**config.mk**
```make
export PLATFORM = sky130hd
export DESIGN_NAME = clock_source_config_select
export DESIGN_NICKNAME = d
export VERILOG_FILES = /design/src/clock_source_pkg.sv /design/src/clock_source_config_select.sv
export VERILOG_INCLUDE_DIRS = /design/src
export SDC_FILE = /design/constraint.sdc
export NUM_CORES = 1
export LEC_CHECK = 0
export ABC_AREA = 1
export ABC_CLOCK_PERIOD_IN_PS = 1800
export BUFFER_PORTS_ARGS = -buffer_cell sky130_fd_sc_hd__clkbuf_2
export CORE_UTILIZATION = 45
export DETAILED_ROUTE_END_ITERATION = 8
export PLACE_DENSITY = 0.78
export REMOVE_ABC_BUFFERS = 1
export SYNTH_ARGS = -nofsm -noshare
export SYNTH_HDL_FRONTEND = slang
export SYNTH_SLANG_ARGS = --single-unit
```
**constraint.sdc**
```tcl
create_clock -name CLK -period 1.8 [get_ports CLK]
set_input_delay 0.18 -clock CLK [delete_from_list [all_inputs] [get_ports CLK]]
set_output_delay 0.18 -clock CLK [all_outputs]
set_load 0.01 [all_outputs]
```
**src/clock_source_regs.svh**
```systemverilog
// Register offsets, field positions and reset values of the clock source block.
// Assumes APB byte addressing with one 32-bit word per register.
`ifndef CLOCK_SOURCE_REGS_SVH
`define CLOCK_SOURCE_REGS_SVH

// ==========================================================================
// Register byte offsets
`define OFS_SRC_WORD 8'h00
`define OFS_OSC_WORD 8'h04
`define OFS_CTRL 8'h08
`define OFS_STATUS 8'h0C
`define OFS_POSTSCALE 8'h10
`define OFS_PIN 8'h14
`define OFS_REMAP 8'h18

// ==========================================================================
// Configuration word fields
`define SRC_SEL_LSB 0
`define TWO_SPEED_BIT 7
`define PRIM_MODE_LSB 0
`define PIN_FUNC_BIT 2
`define REMAP_ONCE_BIT 5
`define SWITCH_MODE_LSB 6

// ==========================================================================
// Control, status, pin and remap fields
`define CTRL_NEW_SRC_LSB 0
`define CTRL_LOCK_BIT 7
`define CTRL_REQ_BIT 8
`define STAT_CUR_SRC_LSB 0
`define STAT_SW_EN_BIT 4
`define STAT_FSM_EN_BIT 5
`define STAT_STARTUP_BIT 6
`define PIN_OUT_BIT 0
`define PIN_OE_BIT 1
`define PIN_IN_BIT 2
`define REMAP_MAP_LSB 0
`define REMAP_LOCK_BIT 16

// ==========================================================================
// Reset values
`define RST_CUR_SRC 3'h7
`define RST_POSTSCALE 3'h0
`define RST_WORD 16'hFFFF
`define RST_MAP 16'h0000

`endif

```
**src/clock_source_pkg.sv**
```systemverilog
// Types shared by the clock source block.
// Assumes the constants of clock_source_regs.svh.
package clock_source_pkg;

    // ======================================================================
    // Clock source codes, same for selection and current source
    typedef enum logic [2:0] {
        SRC_FAST_RC = 3'b000,
        SRC_FAST_RC_WITH_PLL = 3'b001,
        SRC_PRIMARY = 3'b010,
        SRC_PRIMARY_PLL = 3'b011,
        SRC_SECONDARY = 3'b100,
        SRC_LOW_POWER_RC = 3'b101,
        SRC_FAST_RC_DIV_SIXTEEN = 3'b110,
        SRC_FAST_RC_DIV_N = 3'b111
    } src_e;

    // Primary oscillator modes
    typedef enum logic [1:0] {
        PRIM_EXTERNAL_CLOCK_INPUT = 2'b00,
        PRIM_MEDIUM_SPEED_CRYSTAL = 2'b01,
        PRIM_HIGH_SPEED_CRYSTAL = 2'b10,
        PRIM_OFF = 2'b11
    } prim_mode_e;

    // Latched configuration fields
    typedef struct packed {
        logic two_speed_startup;
        src_e initial_source_sel;
        logic [1:0] switch_monitor_mode;
        logic pin_remap_once;
        logic osc_pin_function;
        prim_mode_e primary_mode_sel;
    } cfg_s;

    // Selection state machine
    typedef enum logic [1:0] {
        ST_LOAD = 2'b00,
        ST_STARTUP = 2'b01,
        ST_RUN = 2'b10,
        ST_SWITCH = 2'b11
    } sel_state_e;

endpackage : clock_source_pkg

```
**src/clock_source_config_select.sv**
```systemverilog
// Clock source selection from latched configuration words, with APB registers.
// Assumes config words are stable inputs and oscillator ready flags are asynchronous.
//
// Function
// - Instruction clock is system clock halved
// - Start on configured source, then switch only
// - Source code 000..111 selects eight sources
// - Erased word selects fast RC divide-by-N
// - Primary mode: off, high, medium, external
// - Primary mode matters only for primary sources
// - Pin function one drives instruction clock out
// - Crystal modes ignore the pin function bit only while a primary source is in use
// - Two-speed start runs fast RC until ready
// - Mode field gates switching and fail-safe monitor
// - Remap once option allows single pin reconfiguration
// - Config words are read-only, programmed externally
// - Postscaler divides fast RC by 1..256
// - Current source field reports source in use
//
// Local design decisions: the APB interface to the registers and the placing of the registers.
`include "clock_source_regs.svh"

module clock_source_config_select (
    input wire logic CLK,
    input wire logic SYS_RST,
    input wire logic PSEL,
    input wire logic PENABLE,
    input wire logic PWRITE,
    input wire logic [7:0] PADDR,
    input wire logic [31:0] PWDATA,
    output logic [31:0] PRDATA,
    output logic PREADY,
    output logic PSLVERR,
    input wire logic [15:0] CFG_SRC_WORD,
    input wire logic [15:0] CFG_OSC_WORD,
    input wire logic [7:0] SRC_READY,
    input wire logic PRIMARY_OUT_I,
    output logic PRIMARY_OUT_O,
    output logic PRIMARY_OUT_OE,
    output logic INSTR_CLK,
    output logic FAST_RC_DIV_TICK,
    output clock_source_pkg::src_e CUR_SRC,
    output clock_source_pkg::prim_mode_e PRIMARY_MODE,
    output logic FAIL_SAFE_EN,
    output logic [15:0] PIN_MAP,
    output logic PIN_MAP_LOCKED
);
    import clock_source_pkg::*;

    // ======================================================================
    // Synchronisers for oscillator ready flags and the pin input
    logic [8:0] sync1_q;
    logic [8:0] sync2_q;
    logic [7:0] ready;
    logic pin_in;

    // Two flops before any reader
    always_ff @(posedge CLK) begin
        if (SYS_RST) begin
            sync1_q <= 9'h000;
            sync2_q <= 9'h000;
        end else begin
            sync1_q <= {PRIMARY_OUT_I, SRC_READY};
            sync2_q <= sync1_q;
        end
    end
    assign ready = sync2_q[7:0];
    assign pin_in = sync2_q[8];

    // ======================================================================
    // Configuration latch and source selection
    cfg_s cfg_q, cfg_d;
    logic [15:0] src_word_q, src_word_d;
    logic [15:0] osc_word_q, osc_word_d;
    sel_state_e state_q, state_d;
    src_e cur_q, cur_d;
    src_e target_q, target_d;
    logic switch_en;
    logic clk_lock_q, clk_lock_d;
    logic req_q, req_d;
    src_e new_src_q, new_src_d;
    logic wr_ctrl;

    // Mode field: 1x disables switching and monitor
    assign switch_en = ~cfg_q.switch_monitor_mode[1];

    // Next state of the selection machine
    always_comb begin
        cfg_d = cfg_q;
        src_word_d = src_word_q;
        osc_word_d = osc_word_q;
        state_d = state_q;
        cur_d = cur_q;
        target_d = target_q;
        case (state_q)
            ST_LOAD: begin
                // Capture once after reset, held from then on
                src_word_d = CFG_SRC_WORD;
                osc_word_d = CFG_OSC_WORD;
                cfg_d.two_speed_startup = CFG_SRC_WORD[`TWO_SPEED_BIT];
                cfg_d.initial_source_sel = src_e'(CFG_SRC_WORD[`SRC_SEL_LSB +: 3]);
                cfg_d.switch_monitor_mode = CFG_OSC_WORD[`SWITCH_MODE_LSB +: 2];
                cfg_d.pin_remap_once = CFG_OSC_WORD[`REMAP_ONCE_BIT];
                cfg_d.osc_pin_function = CFG_OSC_WORD[`PIN_FUNC_BIT];
                cfg_d.primary_mode_sel = prim_mode_e'(CFG_OSC_WORD[`PRIM_MODE_LSB +: 2]);
                target_d = src_e'(CFG_SRC_WORD[`SRC_SEL_LSB +: 3]);
                if (CFG_SRC_WORD[`TWO_SPEED_BIT]) begin
                    // Run on fast RC first
                    cur_d = SRC_FAST_RC;
                    state_d = ST_STARTUP;
                end else begin
                    // Direct start on the selected source
                    cur_d = src_e'(CFG_SRC_WORD[`SRC_SEL_LSB +: 3]);
                    state_d = ST_RUN;
                end
            end
            ST_STARTUP: begin
                // Hand over once the selected source is ready
                if (ready[target_q]) begin
                    cur_d = target_q;
                    state_d = ST_RUN;
                end
            end
            ST_RUN: begin
                // Later changes only by a permitted switch
                if (req_q && switch_en) begin
                    target_d = new_src_q;
                    state_d = ST_SWITCH;
                end
            end
            ST_SWITCH: begin
                if (ready[target_q]) begin
                    cur_d = target_q;
                    state_d = ST_RUN;
                end
            end
            default: begin
                state_d = ST_LOAD;
            end
        endcase
    end

    // Registers of the selection machine
    always_ff @(posedge CLK) begin
        if (SYS_RST) begin
            cfg_q <= '1;
            src_word_q <= `RST_WORD;
            osc_word_q <= `RST_WORD;
            state_q <= ST_LOAD;
            cur_q <= src_e'(`RST_CUR_SRC); // Erased default
            target_q <= src_e'(`RST_CUR_SRC);
        end else begin
            cfg_q <= cfg_d;
            src_word_q <= src_word_d;
            osc_word_q <= osc_word_d;
            state_q <= state_d;
            cur_q <= cur_d;
            target_q <= target_d;
        end
    end

    // ======================================================================
    // Switch request, clock lock, postscaler, pin and remap registers
    logic [2:0] post_q, post_d;
    logic pin_out_q, pin_out_d;
    logic pin_oe_q, pin_oe_d;
    logic [15:0] map_q, map_d;
    logic map_lock_q, map_lock_d;
    logic map_locked_once_q, map_locked_once_d;
    logic wr_acc;
    logic lock_active;

    assign wr_acc = PSEL && PENABLE && PWRITE;
    assign wr_ctrl = wr_acc && (PADDR == `OFS_CTRL);
    // Lock counts only while switching is on and monitor off
    assign lock_active = clk_lock_q && (cfg_q.switch_monitor_mode == 2'b01);

    // Next values of software registers
    always_comb begin
        req_d = req_q;
        new_src_d = new_src_q;
        clk_lock_d = clk_lock_q;
        post_d = post_q;
        pin_out_d = pin_out_q;
        pin_oe_d = pin_oe_q;
        map_d = map_q;
        map_lock_d = map_lock_q;
        map_locked_once_d = map_locked_once_q;
        // Completion clears the request
        if (state_q == ST_SWITCH && ready[target_q]) begin
            req_d = 1'b0;
        end
        if (wr_ctrl) begin
            new_src_d = src_e'(PWDATA[`CTRL_NEW_SRC_LSB +: 3]);
            clk_lock_d = clk_lock_q | PWDATA[`CTRL_LOCK_BIT];
            // Requests ignored while switching is off or locked
            if (PWDATA[`CTRL_REQ_BIT] && switch_en && !lock_active && state_q == ST_RUN) begin
                req_d = 1'b1;
            end
        end
        if (wr_acc && PADDR == `OFS_POSTSCALE) begin
            post_d = PWDATA[2:0];
        end
        if (wr_acc && PADDR == `OFS_PIN) begin
            pin_out_d = PWDATA[`PIN_OUT_BIT];
            pin_oe_d = PWDATA[`PIN_OE_BIT];
        end
        if (wr_acc && PADDR == `OFS_REMAP) begin
            if (!map_lock_q) begin
                map_d = PWDATA[`REMAP_MAP_LSB +: 16];
            end
            // Once-mode lock cannot be released again
            if (PWDATA[`REMAP_LOCK_BIT]) begin
                map_lock_d = 1'b1;
                map_locked_once_d = 1'b1;
            end else if (!(cfg_q.pin_remap_once && map_locked_once_q)) begin
                map_lock_d = 1'b0;
            end
        end
    end

    // Software register flops
    always_ff @(posedge CLK) begin
        if (SYS_RST) begin
            req_q <= 1'b0;
            new_src_q <= SRC_FAST_RC;
            clk_lock_q <= 1'b0;
            post_q <= `RST_POSTSCALE;
            pin_out_q <= 1'b0;
            pin_oe_q <= 1'b0;
            map_q <= `RST_MAP;
            map_lock_q <= 1'b0;
            map_locked_once_q <= 1'b0;
        end else begin
            req_q <= req_d;
            new_src_q <= new_src_d;
            clk_lock_q <= clk_lock_d;
            post_q <= post_d;
            pin_out_q <= pin_out_d;
            pin_oe_q <= pin_oe_d;
            map_q <= map_d;
            map_lock_q <= map_lock_d;
            map_locked_once_q <= map_locked_once_d;
        end
    end

    // ======================================================================
    // Instruction clock and fast RC postscaler
    logic instr_q, instr_d;
    logic [7:0] div_cnt_q, div_cnt_d;
    logic [7:0] div_mask;
    logic tick_q, tick_d;

    // Ratio 1..64 by powers of two, code 111 is 256
    always_comb begin
        case (post_q)
            3'h7: div_mask = 8'hFF;
            default: div_mask = 8'((9'h001 << post_q) - 9'h001);
        endcase
    end

    // Halving toggle and postscaler count
    always_comb begin
        instr_d = (state_q == ST_LOAD) ? 1'b0 : ~instr_q;
        div_cnt_d = div_cnt_q + 8'h01;
        tick_d = (div_cnt_q & div_mask) == div_mask;
    end

    always_ff @(posedge CLK) begin
        if (SYS_RST) begin
            instr_q <= 1'b0;
            div_cnt_q <= 8'h00;
            tick_q <= 1'b0;
        end else begin
            instr_q <= instr_d;
            div_cnt_q <= div_cnt_d;
            tick_q <= tick_d;
        end
    end

    // ======================================================================
    // Second primary pin and top-level outputs
    logic crystal_mode;
    logic uses_primary;

    // Mode matters only for primary sources
    assign uses_primary = (cur_q == SRC_PRIMARY) || (cur_q == SRC_PRIMARY_PLL);
    assign crystal_mode = uses_primary && ((cfg_q.primary_mode_sel == PRIM_MEDIUM_SPEED_CRYSTAL)
                          || (cfg_q.primary_mode_sel == PRIM_HIGH_SPEED_CRYSTAL));

    // Pin owned by crystal, clock out or general I/O
    always_comb begin
        if (crystal_mode) begin
            PRIMARY_OUT_OE = 1'b0;
            PRIMARY_OUT_O = 1'b0;
        end else if (cfg_q.osc_pin_function) begin
            PRIMARY_OUT_OE = 1'b1;
            PRIMARY_OUT_O = instr_q;
        end else begin
            PRIMARY_OUT_OE = pin_oe_q;
            PRIMARY_OUT_O = pin_out_q;
        end
    end

    assign INSTR_CLK = instr_q;
    assign FAST_RC_DIV_TICK = tick_q;
    assign CUR_SRC = cur_q;
    assign PRIMARY_MODE = uses_primary ? cfg_q.primary_mode_sel : PRIM_OFF;
    assign FAIL_SAFE_EN = (cfg_q.switch_monitor_mode == 2'b00);
    assign PIN_MAP = map_q;
    assign PIN_MAP_LOCKED = map_lock_q;

    // ======================================================================
    // APB slave: read data prepared in setup, zero wait states
    logic [31:0] rdata_q, rdata_d;
    logic err_q, err_d;

    always_comb begin
        rdata_d = rdata_q;
        err_d = err_q;
        if (PSEL && !PENABLE) begin
            rdata_d = 32'h0000_0000;
            err_d = 1'b0;
            case (PADDR)
                `OFS_SRC_WORD: rdata_d[15:0] = src_word_q;
                `OFS_OSC_WORD: rdata_d[15:0] = osc_word_q;
                `OFS_CTRL: begin
                    rdata_d[`CTRL_NEW_SRC_LSB +: 3] = new_src_q;
                    rdata_d[`CTRL_LOCK_BIT] = clk_lock_q;
                    rdata_d[`CTRL_REQ_BIT] = req_q;
                end
                `OFS_STATUS: begin
                    rdata_d[`STAT_CUR_SRC_LSB +: 3] = cur_q;
                    rdata_d[`STAT_SW_EN_BIT] = switch_en;
                    rdata_d[`STAT_FSM_EN_BIT] = FAIL_SAFE_EN;
                    rdata_d[`STAT_STARTUP_BIT] = (state_q == ST_STARTUP);
                end
                `OFS_POSTSCALE: rdata_d[2:0] = post_q;
                `OFS_PIN: begin
                    rdata_d[`PIN_OUT_BIT] = pin_out_q;
                    rdata_d[`PIN_OE_BIT] = pin_oe_q;
                    rdata_d[`PIN_IN_BIT] = pin_in;
                end
                `OFS_REMAP: begin
                    rdata_d[`REMAP_MAP_LSB +: 16] = map_q;
                    rdata_d[`REMAP_LOCK_BIT] = map_lock_q;
                end
                default: err_d = 1'b1;
            endcase
        end
    end

    always_ff @(posedge CLK) begin
        if (SYS_RST) begin
            rdata_q <= 32'h0000_0000;
            err_q <= 1'b0;
        end else begin
            rdata_q <= rdata_d;
            err_q <= err_d;
        end
    end

    assign PRDATA = rdata_q;
    assign PREADY = 1'b1;
    assign PSLVERR = PSEL && PENABLE && err_q;
endmodule : clock_source_config_select

```
Word level (Yosys, flattened, before mapping)
Cells that the tools add are included.
{"block": "op_classes", "add_sub_neg": 2, "eq_ne": 19, "bitwise_logic": 5, "div_mod_pow": 0, "n_mux": 29, "reduce_logical": 34, "shift": 1, "mul": 0, "n_lt_le_gt_ge": 1}
{"cell": "8-bit by 5-bit equality test with 1-bit output (second input constant)", "n": 3}
{"cell": "3-bit one-hot mux with 7 select lines", "n": 1}
{"cell": "7-bit one-hot mux with 3 select lines", "n": 1}
{"cell": "8-bit by 4-bit equality test with 1-bit output (second input constant)", "n": 2}
{"cell": "1-bit logical AND", "n": 16}
{"cell": "1-bit two-way mux", "n": 12}
{"cell": "3-bit one-hot mux with 2 select lines", "n": 2}
{"cell": "3-bit one-hot mux with 4 select lines", "n": 1}
{"cell": "2-bit AND reduction", "n": 6}
{"cell": "3-bit two-way mux", "n": 3}
{"cell": "8-bit by 1-bit adder with 8-bit output (second input constant)", "n": 1}
{"cell": "8-bit bitwise AND", "n": 1}
{"cell": "8-bit by 3-bit equality test with 1-bit output (second input constant)", "n": 1}
{"cell": "8-bit equality test", "n": 1}
{"cell": "8-bit zero test", "n": 1}
{"cell": "2-bit two-way mux", "n": 4}
{"cell": "8-bit two-way mux", "n": 1}
{"cell": "2-bit one-hot mux with 4 select lines", "n": 1}
{"cell": "1-bit by 3-bit << shifter with 8-bit output (first input constant)", "n": 1}
{"cell": "8-bit by 1-bit subtractor with 8-bit output (second input constant)", "n": 1}
{"cell": "7-bit OR reduction", "n": 1}
{"cell": "2-bit by 1-bit equality test with 1-bit output (second input constant)", "n": 3}
{"cell": "2-bit equality test (second input constant)", "n": 3}
{"cell": "3-bit by 2-bit equality test with 1-bit output (second input constant)", "n": 2}
{"cell": "other kinds (14)", "n": 22}
{"block": "totals", "latch_bits": 0, "reg_bits": 120, "input_bits": 86, "mem_count": 0, "mem_bits_rw": 0, "wordCells": 116, "out_inout_bits": 61, "mem_bits_ro": 0}

Logic depth before layout (Yosys ltp)
{"block": "logic_depth", "depth_word": 7, "ltp_mapped": 10, "mapped_depth_nobuf": 10}

Least setup slack after synthesis
No wires, ideal clock.
{"block": "synth_timing", "path_kind": "register to register", "from": "register post_q[1]", "to": "register tick_q, in the netlist FAST_RC_DIV_TICK", "setup_ps": 70, "synth_period_minus_slack_ps": 1476, "stages_incl_launch_ff": 11, "setup_slack_ps": 324, "required_ps": 1730, "t_arrival_ps": 1406, "path_buffers": 1, "cell_sequence": "dfxtp_1 clkbuf_1 nor2_1 nand2_1 ha_1 inv_1 o21ai_0 nand2_1 a21oi_1 nand3_1 a21oi_1"}
{"block": "synth_between", "elab_chain_cells": 5, "elab_cells_between_ends": 6, "cone_classes": "add/sub: 1; eq/ne: 2; shift: 1; mux: 1; bitwise: 1"}
{"item": "from (decl)", "line": "clock_source_config_select.sv:164", "rtl": "logic [2:0] post_q, post_d;"}
{"item": "from (signal assigned)", "line": "clock_source_config_select.sv:228", "rtl": "post_q <= `RST_POSTSCALE;"}
{"item": "from (signal assigned)", "line": "clock_source_config_select.sv:238", "rtl": "post_q <= post_d;"}
{"item": "1-bit by 3-bit << shifter with 8-bit output", "line": "clock_source_config_select.sv:258", "rtl": "default: div_mask = 8'((9'h001 << post_q) - 9'h001);"}
{"item": "8-bit by 1-bit subtractor with 8-bit output", "line": "clock_source_config_select.sv:258"}
{"item": "8-bit two-way mux *", "line": "clock_source_config_select.sv:256", "rtl": "case (post_q)"}
{"item": "8-bit bitwise AND", "line": "clock_source_config_select.sv:266", "rtl": "tick_d = (div_cnt_q & div_mask) == div_mask;"}
{"item": "8-bit equality test *", "line": "clock_source_config_select.sv:266"}
{"item": "to (signal assigned)", "line": "clock_source_config_select.sv:277", "rtl": "tick_q <= tick_d;"}
{"item": "to (decl)", "line": "clock_source_config_select.sv:252", "rtl": "logic tick_q, tick_d;"}
Every way passes the cells marked *; elsewhere a longest branch is shown, timed or not.
A chain may end at the register's enable or synchronous reset.

Worst setup path after layout
{"block": "layout_timing", "from": "register cur_q[1], in the netlist CUR_SRC[1]", "to": "output PRIMARY_OUT_OE"}
{"block": "layout_between", "elab_chain_cells": 4, "elab_cells_between_ends": 5, "cone_classes": "eq/ne: 2; mux: 1; reduce/logical: 2"}
{"item": "from (decl)", "line": "clock_source_config_select.sv:76", "rtl": "src_e cur_q, cur_d;"}
{"item": "from (signal assigned)", "line": "clock_source_config_select.sv:150", "rtl": "cur_q <= src_e'(`RST_CUR_SRC);"}
{"item": "from (signal assigned)", "line": "clock_source_config_select.sv:157", "rtl": "cur_q <= cur_d;"}
{"item": "3-bit by 2-bit equality test with 1-bit output", "line": "clock_source_config_select.sv:287", "rtl": "assign uses_primary = (cur_q == SRC_PRIMARY) || (cur_q == SRC_PRIMARY_PLL);"}
{"item": "1-bit logical OR *", "line": "clock_source_config_select.sv:287"}
{"item": "1-bit logical AND *", "line": "clock_source_config_select.sv:288", "rtl": "assign crystal_mode = uses_primary && ((cfg_q.primary_mode_sel == PRIM_MEDIUM_SPEED_CRYSTAL)"}
{"item": "1-bit two-way mux *", "line": "clock_source_config_select.sv:293", "rtl": "if (crystal_mode) begin"}
{"item": "to (decl)", "line": "clock_source_config_select.sv:39", "rtl": "output logic PRIMARY_OUT_OE,"}
Marked as above.

==> metrics.log <==
INFO  metric path_buf_inv = 3
INFO  metric maxCapViolations = 0
INFO  metric cts_made_buffers = 17
INFO  metric top_level_ports = 147
INFO  metric timing.setup.critical_path_class = reg -> out
INFO  metric synth-seq-area-share = 45.6%
INFO  metric layout-area-overhead-vs-synth = 36.3%
INFO  metric grt_max_degree = 34
INFO  metric slowest_delay = 330 ps
INFO  metric timing.critical_path.slowest_stage_cell = sky130_fd_sc_hd__dfxtp_1
INFO  metric worst_hold_path_type = in -> reg
INFO  metric layout.cells.most_common_list = sky130_fd_sc_hd__nand2_1 (151), sky130_fd_sc_hd__clkbuf_2 (115), sky130_fd_sc_hd__dfxtp_1 (113), sky130_fd_sc_hd__nor2_1 (90), sky130_fd_sc_hd__nand3_1 (75)
INFO  metric number_of_antenna_violations_at_the_first_check_in_global_routing = 0
INFO  metric top_signal_layer_used = met4
INFO  metric synth_warnings = 0
INFO  metric htree_num_levels = 4
INFO  metric core_area = 10,800 µm²
INFO  metric grt_usage = 26.4%
INFO  metric postSynth.asyncResetShare = 0%
INFO  metric routed-via-count = 5,290
INFO  metric detailedRoute.firstPassIterationCount = 5
INFO  metric worst-endpoint-required = 1620 ps
INFO  metric finalWorstPathRequiredPeriod = 1720 ps
INFO  metric power_density = 1030 nW/µm²
INFO  metric postSynthAreaPerCell = 7.04 µm²
INFO  metric num-fill-cells = 948
INFO  metric cts_tree = done
INFO  metric outcome = finished clean
INFO  metric worst_path_maximum_fanout = 2
INFO  metric transition_at_the_pin_with_the_smallest_max_transition_slack = 624 ps
INFO  metric worst_setup_path_startpoint = CUR_SRC[1]
INFO  metric grt.overflow.total = 0
INFO  metric synthDistinctLibCells = 32
INFO  metric peak_supply_drop = 0.487 mV
INFO  metric final_critical_path_setup_slack = 85.0 ps
INFO  metric clk_transition_reported_paths = 60 ps
INFO  metric timing_hold_violations_final = 0
INFO  metric setup_violations = 0
INFO  metric met1Wirelength = 6080 µm
INFO  metric dieHeight = 108 µm
INFO  metric rr_startpoint = post_q[0]
INFO  metric timing.critical_path.to_type = output pin
INFO  metric layout-drive-gt1-share = 21.0%
INFO  metric cpLargestDelayFamily = flip-flops
INFO  metric crit_arrival = 1540 ps
INFO  metric dpl.hpwl = 9260 µm
INFO  metric syn-instance-count = 711
INFO  metric slew_headroom = 58.3%
INFO  metric core.rowCount = 38
INFO  metric gp_routability_congestion = 0.841
INFO  metric place.port_buffers = 115
INFO  metric cts-root-buf = sky130_fd_sc_hd__clkbuf_8
INFO  metric slew_violations = 0
INFO  metric insertion_delay = 520 ps
INFO  metric chipWidth = 108 µm
INFO  metric finClkSkew = 7.21 ps
INFO  metric cts-root-to-sink-buffers = 2
INFO  metric drt.antenna.violating_nets = 0
INFO  metric initial_util = 46.2%
INFO  metric grt_pass1_wl = 23,600 µm
INFO  metric crit_start_category = register
INFO  metric grt_setup_unrepaired = no
INFO  metric placed_area = 5700 µm²
INFO  metric avgRoutedWirePerCell = 14.0 µm
INFO  metric vias_in_the_first_global_route = 4,970
INFO  metric post_synth_instance_area = 5010 µm²
INFO  metric drt_iter0_drc = 488
INFO  metric post-route-drc-count = 0
INFO  metric num-nets-final = 976
INFO  metric count_of_clock_tree_sinks = 114
INFO  metric synth_edf_count = 0
INFO  metric total_die_area = 11,600 µm²
INFO  metric postSynthRegisterBits = 114
INFO  metric routed-wl-met2 = 6840 µm
INFO  metric whs = 5.45 ps
INFO  metric power.leakage = 3.26 nW
INFO  metric preCtsSetupSlack = 225 ps
INFO  metric layout_commonest_cell = sky130_fd_sc_hd__nand2_1
INFO  metric stdcell_area = 6830 µm²
INFO  metric yosys_most_used_dff = sky130_fd_sc_hd__dfxtp_1
INFO  metric route.detailed.vias_per_inst = 5.08
INFO  metric detailroute.wirelength.met3 = 1140 µm
INFO  metric share_of_the_cycle_needed_by_the_critical_path_after_routing = 95.3%
INFO  metric maxClockFrequency = 583 MHz
INFO  metric worstHoldStart = PWDATA[1]
INFO  metric total_detailed_routing_wirelength = 14,600 µm
INFO  metric path_cells = inv_1 > nor2_2 > nand2_1 > nand2_1 > o21ai_2 > o21ai_1 > inv_1 > clkbuf_2
report_power, final:
group | switching, W | leakage [nW] | total, W | internal [W]
combinational | 0.000632 | 2.06 | 0.00105 | 0.000420
sequential | 0.000129 | 0.935 | 0.00286 | 0.00273
clock | 0.00127 | 0.269 | 0.00311 | 0.00184
cells in the mapped netlist (2+ instances only):
master / n / area (µm²)
sky130_fd_sc_hd__nand2_1: 151 / 567
sky130_fd_sc_hd__dfxtp_1: 114 / 2280
sky130_fd_sc_hd__nor2_1: 91 / 342
sky130_fd_sc_hd__nand3_1: 75 / 375
sky130_fd_sc_hd__inv_1: 68 / 255
sky130_fd_sc_hd__o21ai_0: 61 / 305
sky130_fd_sc_hd__a21oi_1: 57 / 285
sky130_fd_sc_hd__buf_4: 18 / 135
sky130_fd_sc_hd__clkbuf_1: 17 / 63.8
sky130_fd_sc_hd__nor3_1: 7 / 35.0
sky130_fd_sc_hd__inv_2: 6 / 22.5
sky130_fd_sc_hd__buf_2: 5 / 25.0
sky130_fd_sc_hd__buf_1: 4 / 15.0
sky130_fd_sc_hd__nand2_2: 4 / 25.0
sky130_fd_sc_hd__o211ai_1: 4 / 30.0
sky130_fd_sc_hd__o21ai_2: 4 / 35.0
sky130_fd_sc_hd__buf_6: 3 / 33.8
sky130_fd_sc_hd__nor2_2: 3 / 18.8
sky130_fd_sc_hd__o311ai_0: 3 / 26.3
sky130_fd_sc_hd__a31oi_1: 2 / 12.5
sky130_fd_sc_hd__conb_1: 2 / 7.51
sky130_fd_sc_hd__ha_1: 2 / 25.0
worst register-to-register path, stage by stage, from the launching register on:
cell	delay, ps
sky130_fd_sc_hd__dfxtp_1	440
sky130_fd_sc_hd__inv_1	110
sky130_fd_sc_hd__nand2_1	110
sky130_fd_sc_hd__ha_1	230
sky130_fd_sc_hd__inv_1	70
sky130_fd_sc_hd__o21ai_0	140
sky130_fd_sc_hd__nand2_1	70
sky130_fd_sc_hd__a21oi_1	140
sky130_fd_sc_hd__nand3_1	90
sky130_fd_sc_hd__a21oi_1	120
metrics by stage:
step | power (W) | instances | TNS [ps] | utilization (%)
6_report | 0.00702 | 1042 | 0 | 63.0
5_1_grt | 0.00730 | 1041 | 0 | 63.0
4_1_cts | 0.00697 | 1041 | 0 | 62.9
3_5_place_dp | 0.00382 | 952 | 0 | 52.6
3_3_place_gp | 0.00379 | 952 | 0 | 52.6
2_1_floorplan | 0.00341 | 678 | -3150 | -
cell families (layout without fill, tap and decap cells):
family	count (synthesis)	after routing	synth area share [%]
flops	114	114	45.6
other cells	2	17	0.150
simple gates	338	338	28.5
buf+inv	121	297	11.0
fa+ha+maj	2	2	0.500
compound gates	134	134	14.3
repair_timing:
action                                  4_1_cts  5_1_grt
endpoints found under the setup margin        1        2
cloned                                        0        0
gates resized for setup                       1        4
hold buffers                                 57        0
buffers inserted                              0        0
endpoints found under the hold margin        59        0
layer usage:
layer	track usage, %	vias up
li1	-	2619
met1	32.4	2334
met2	43.0	274
met3	5.51	63
met4	14.5	0
met5	0	-
final timing paths:
path / end / slack [ps] / cells after the start
worst max register to register: FAST_RC_DIV_TICK / 230 / 9
worst max-delay path: PRIMARY_OUT_OE / 80 / 8
worst min register to register: sync2_q[1] / 400 / 2
worst min-delay path: PIN_MAP[1] / 5 / 3
final cells by class:
| type | instances | area (µm²) | share of cell area, % |
|---|---|---|---|
| inverter | 74 | 278 | 4.07 |
| timing repair buffer | 191 | 1300 | 19.1 |
| clock buffer | 17 | 414 | 6.06 |
| antenna | 1 | 2.50 | 0.0366 |
| sequential | 114 | 2280 | 33.4 |
| tap | 140 | 175 | 2.57 |
| clock inverter | 15 | 135 | 1.98 |
| multi-input combinational | 490 | 2240 | 32.8 |
flip-flops by register name, indices dropped and copies added, names as in the netlist, 2 cells and up:
| register | cells |
|---|---|
| PRDATA | 17 |
| PIN_MAP | 16 |
| src_word_q | 16 |
| osc_word_q | 14 |
| sync1_q | 9 |
| sync2_q | 9 |
| div_cnt_q | 8 |
| CUR_SRC | 3 |
| new_src_q | 3 |
| post_q | 3 |
| target_q | 3 |
| cfg_q | 2 |
| state_q | 2 |
Power figures use the tool's default switching activity.
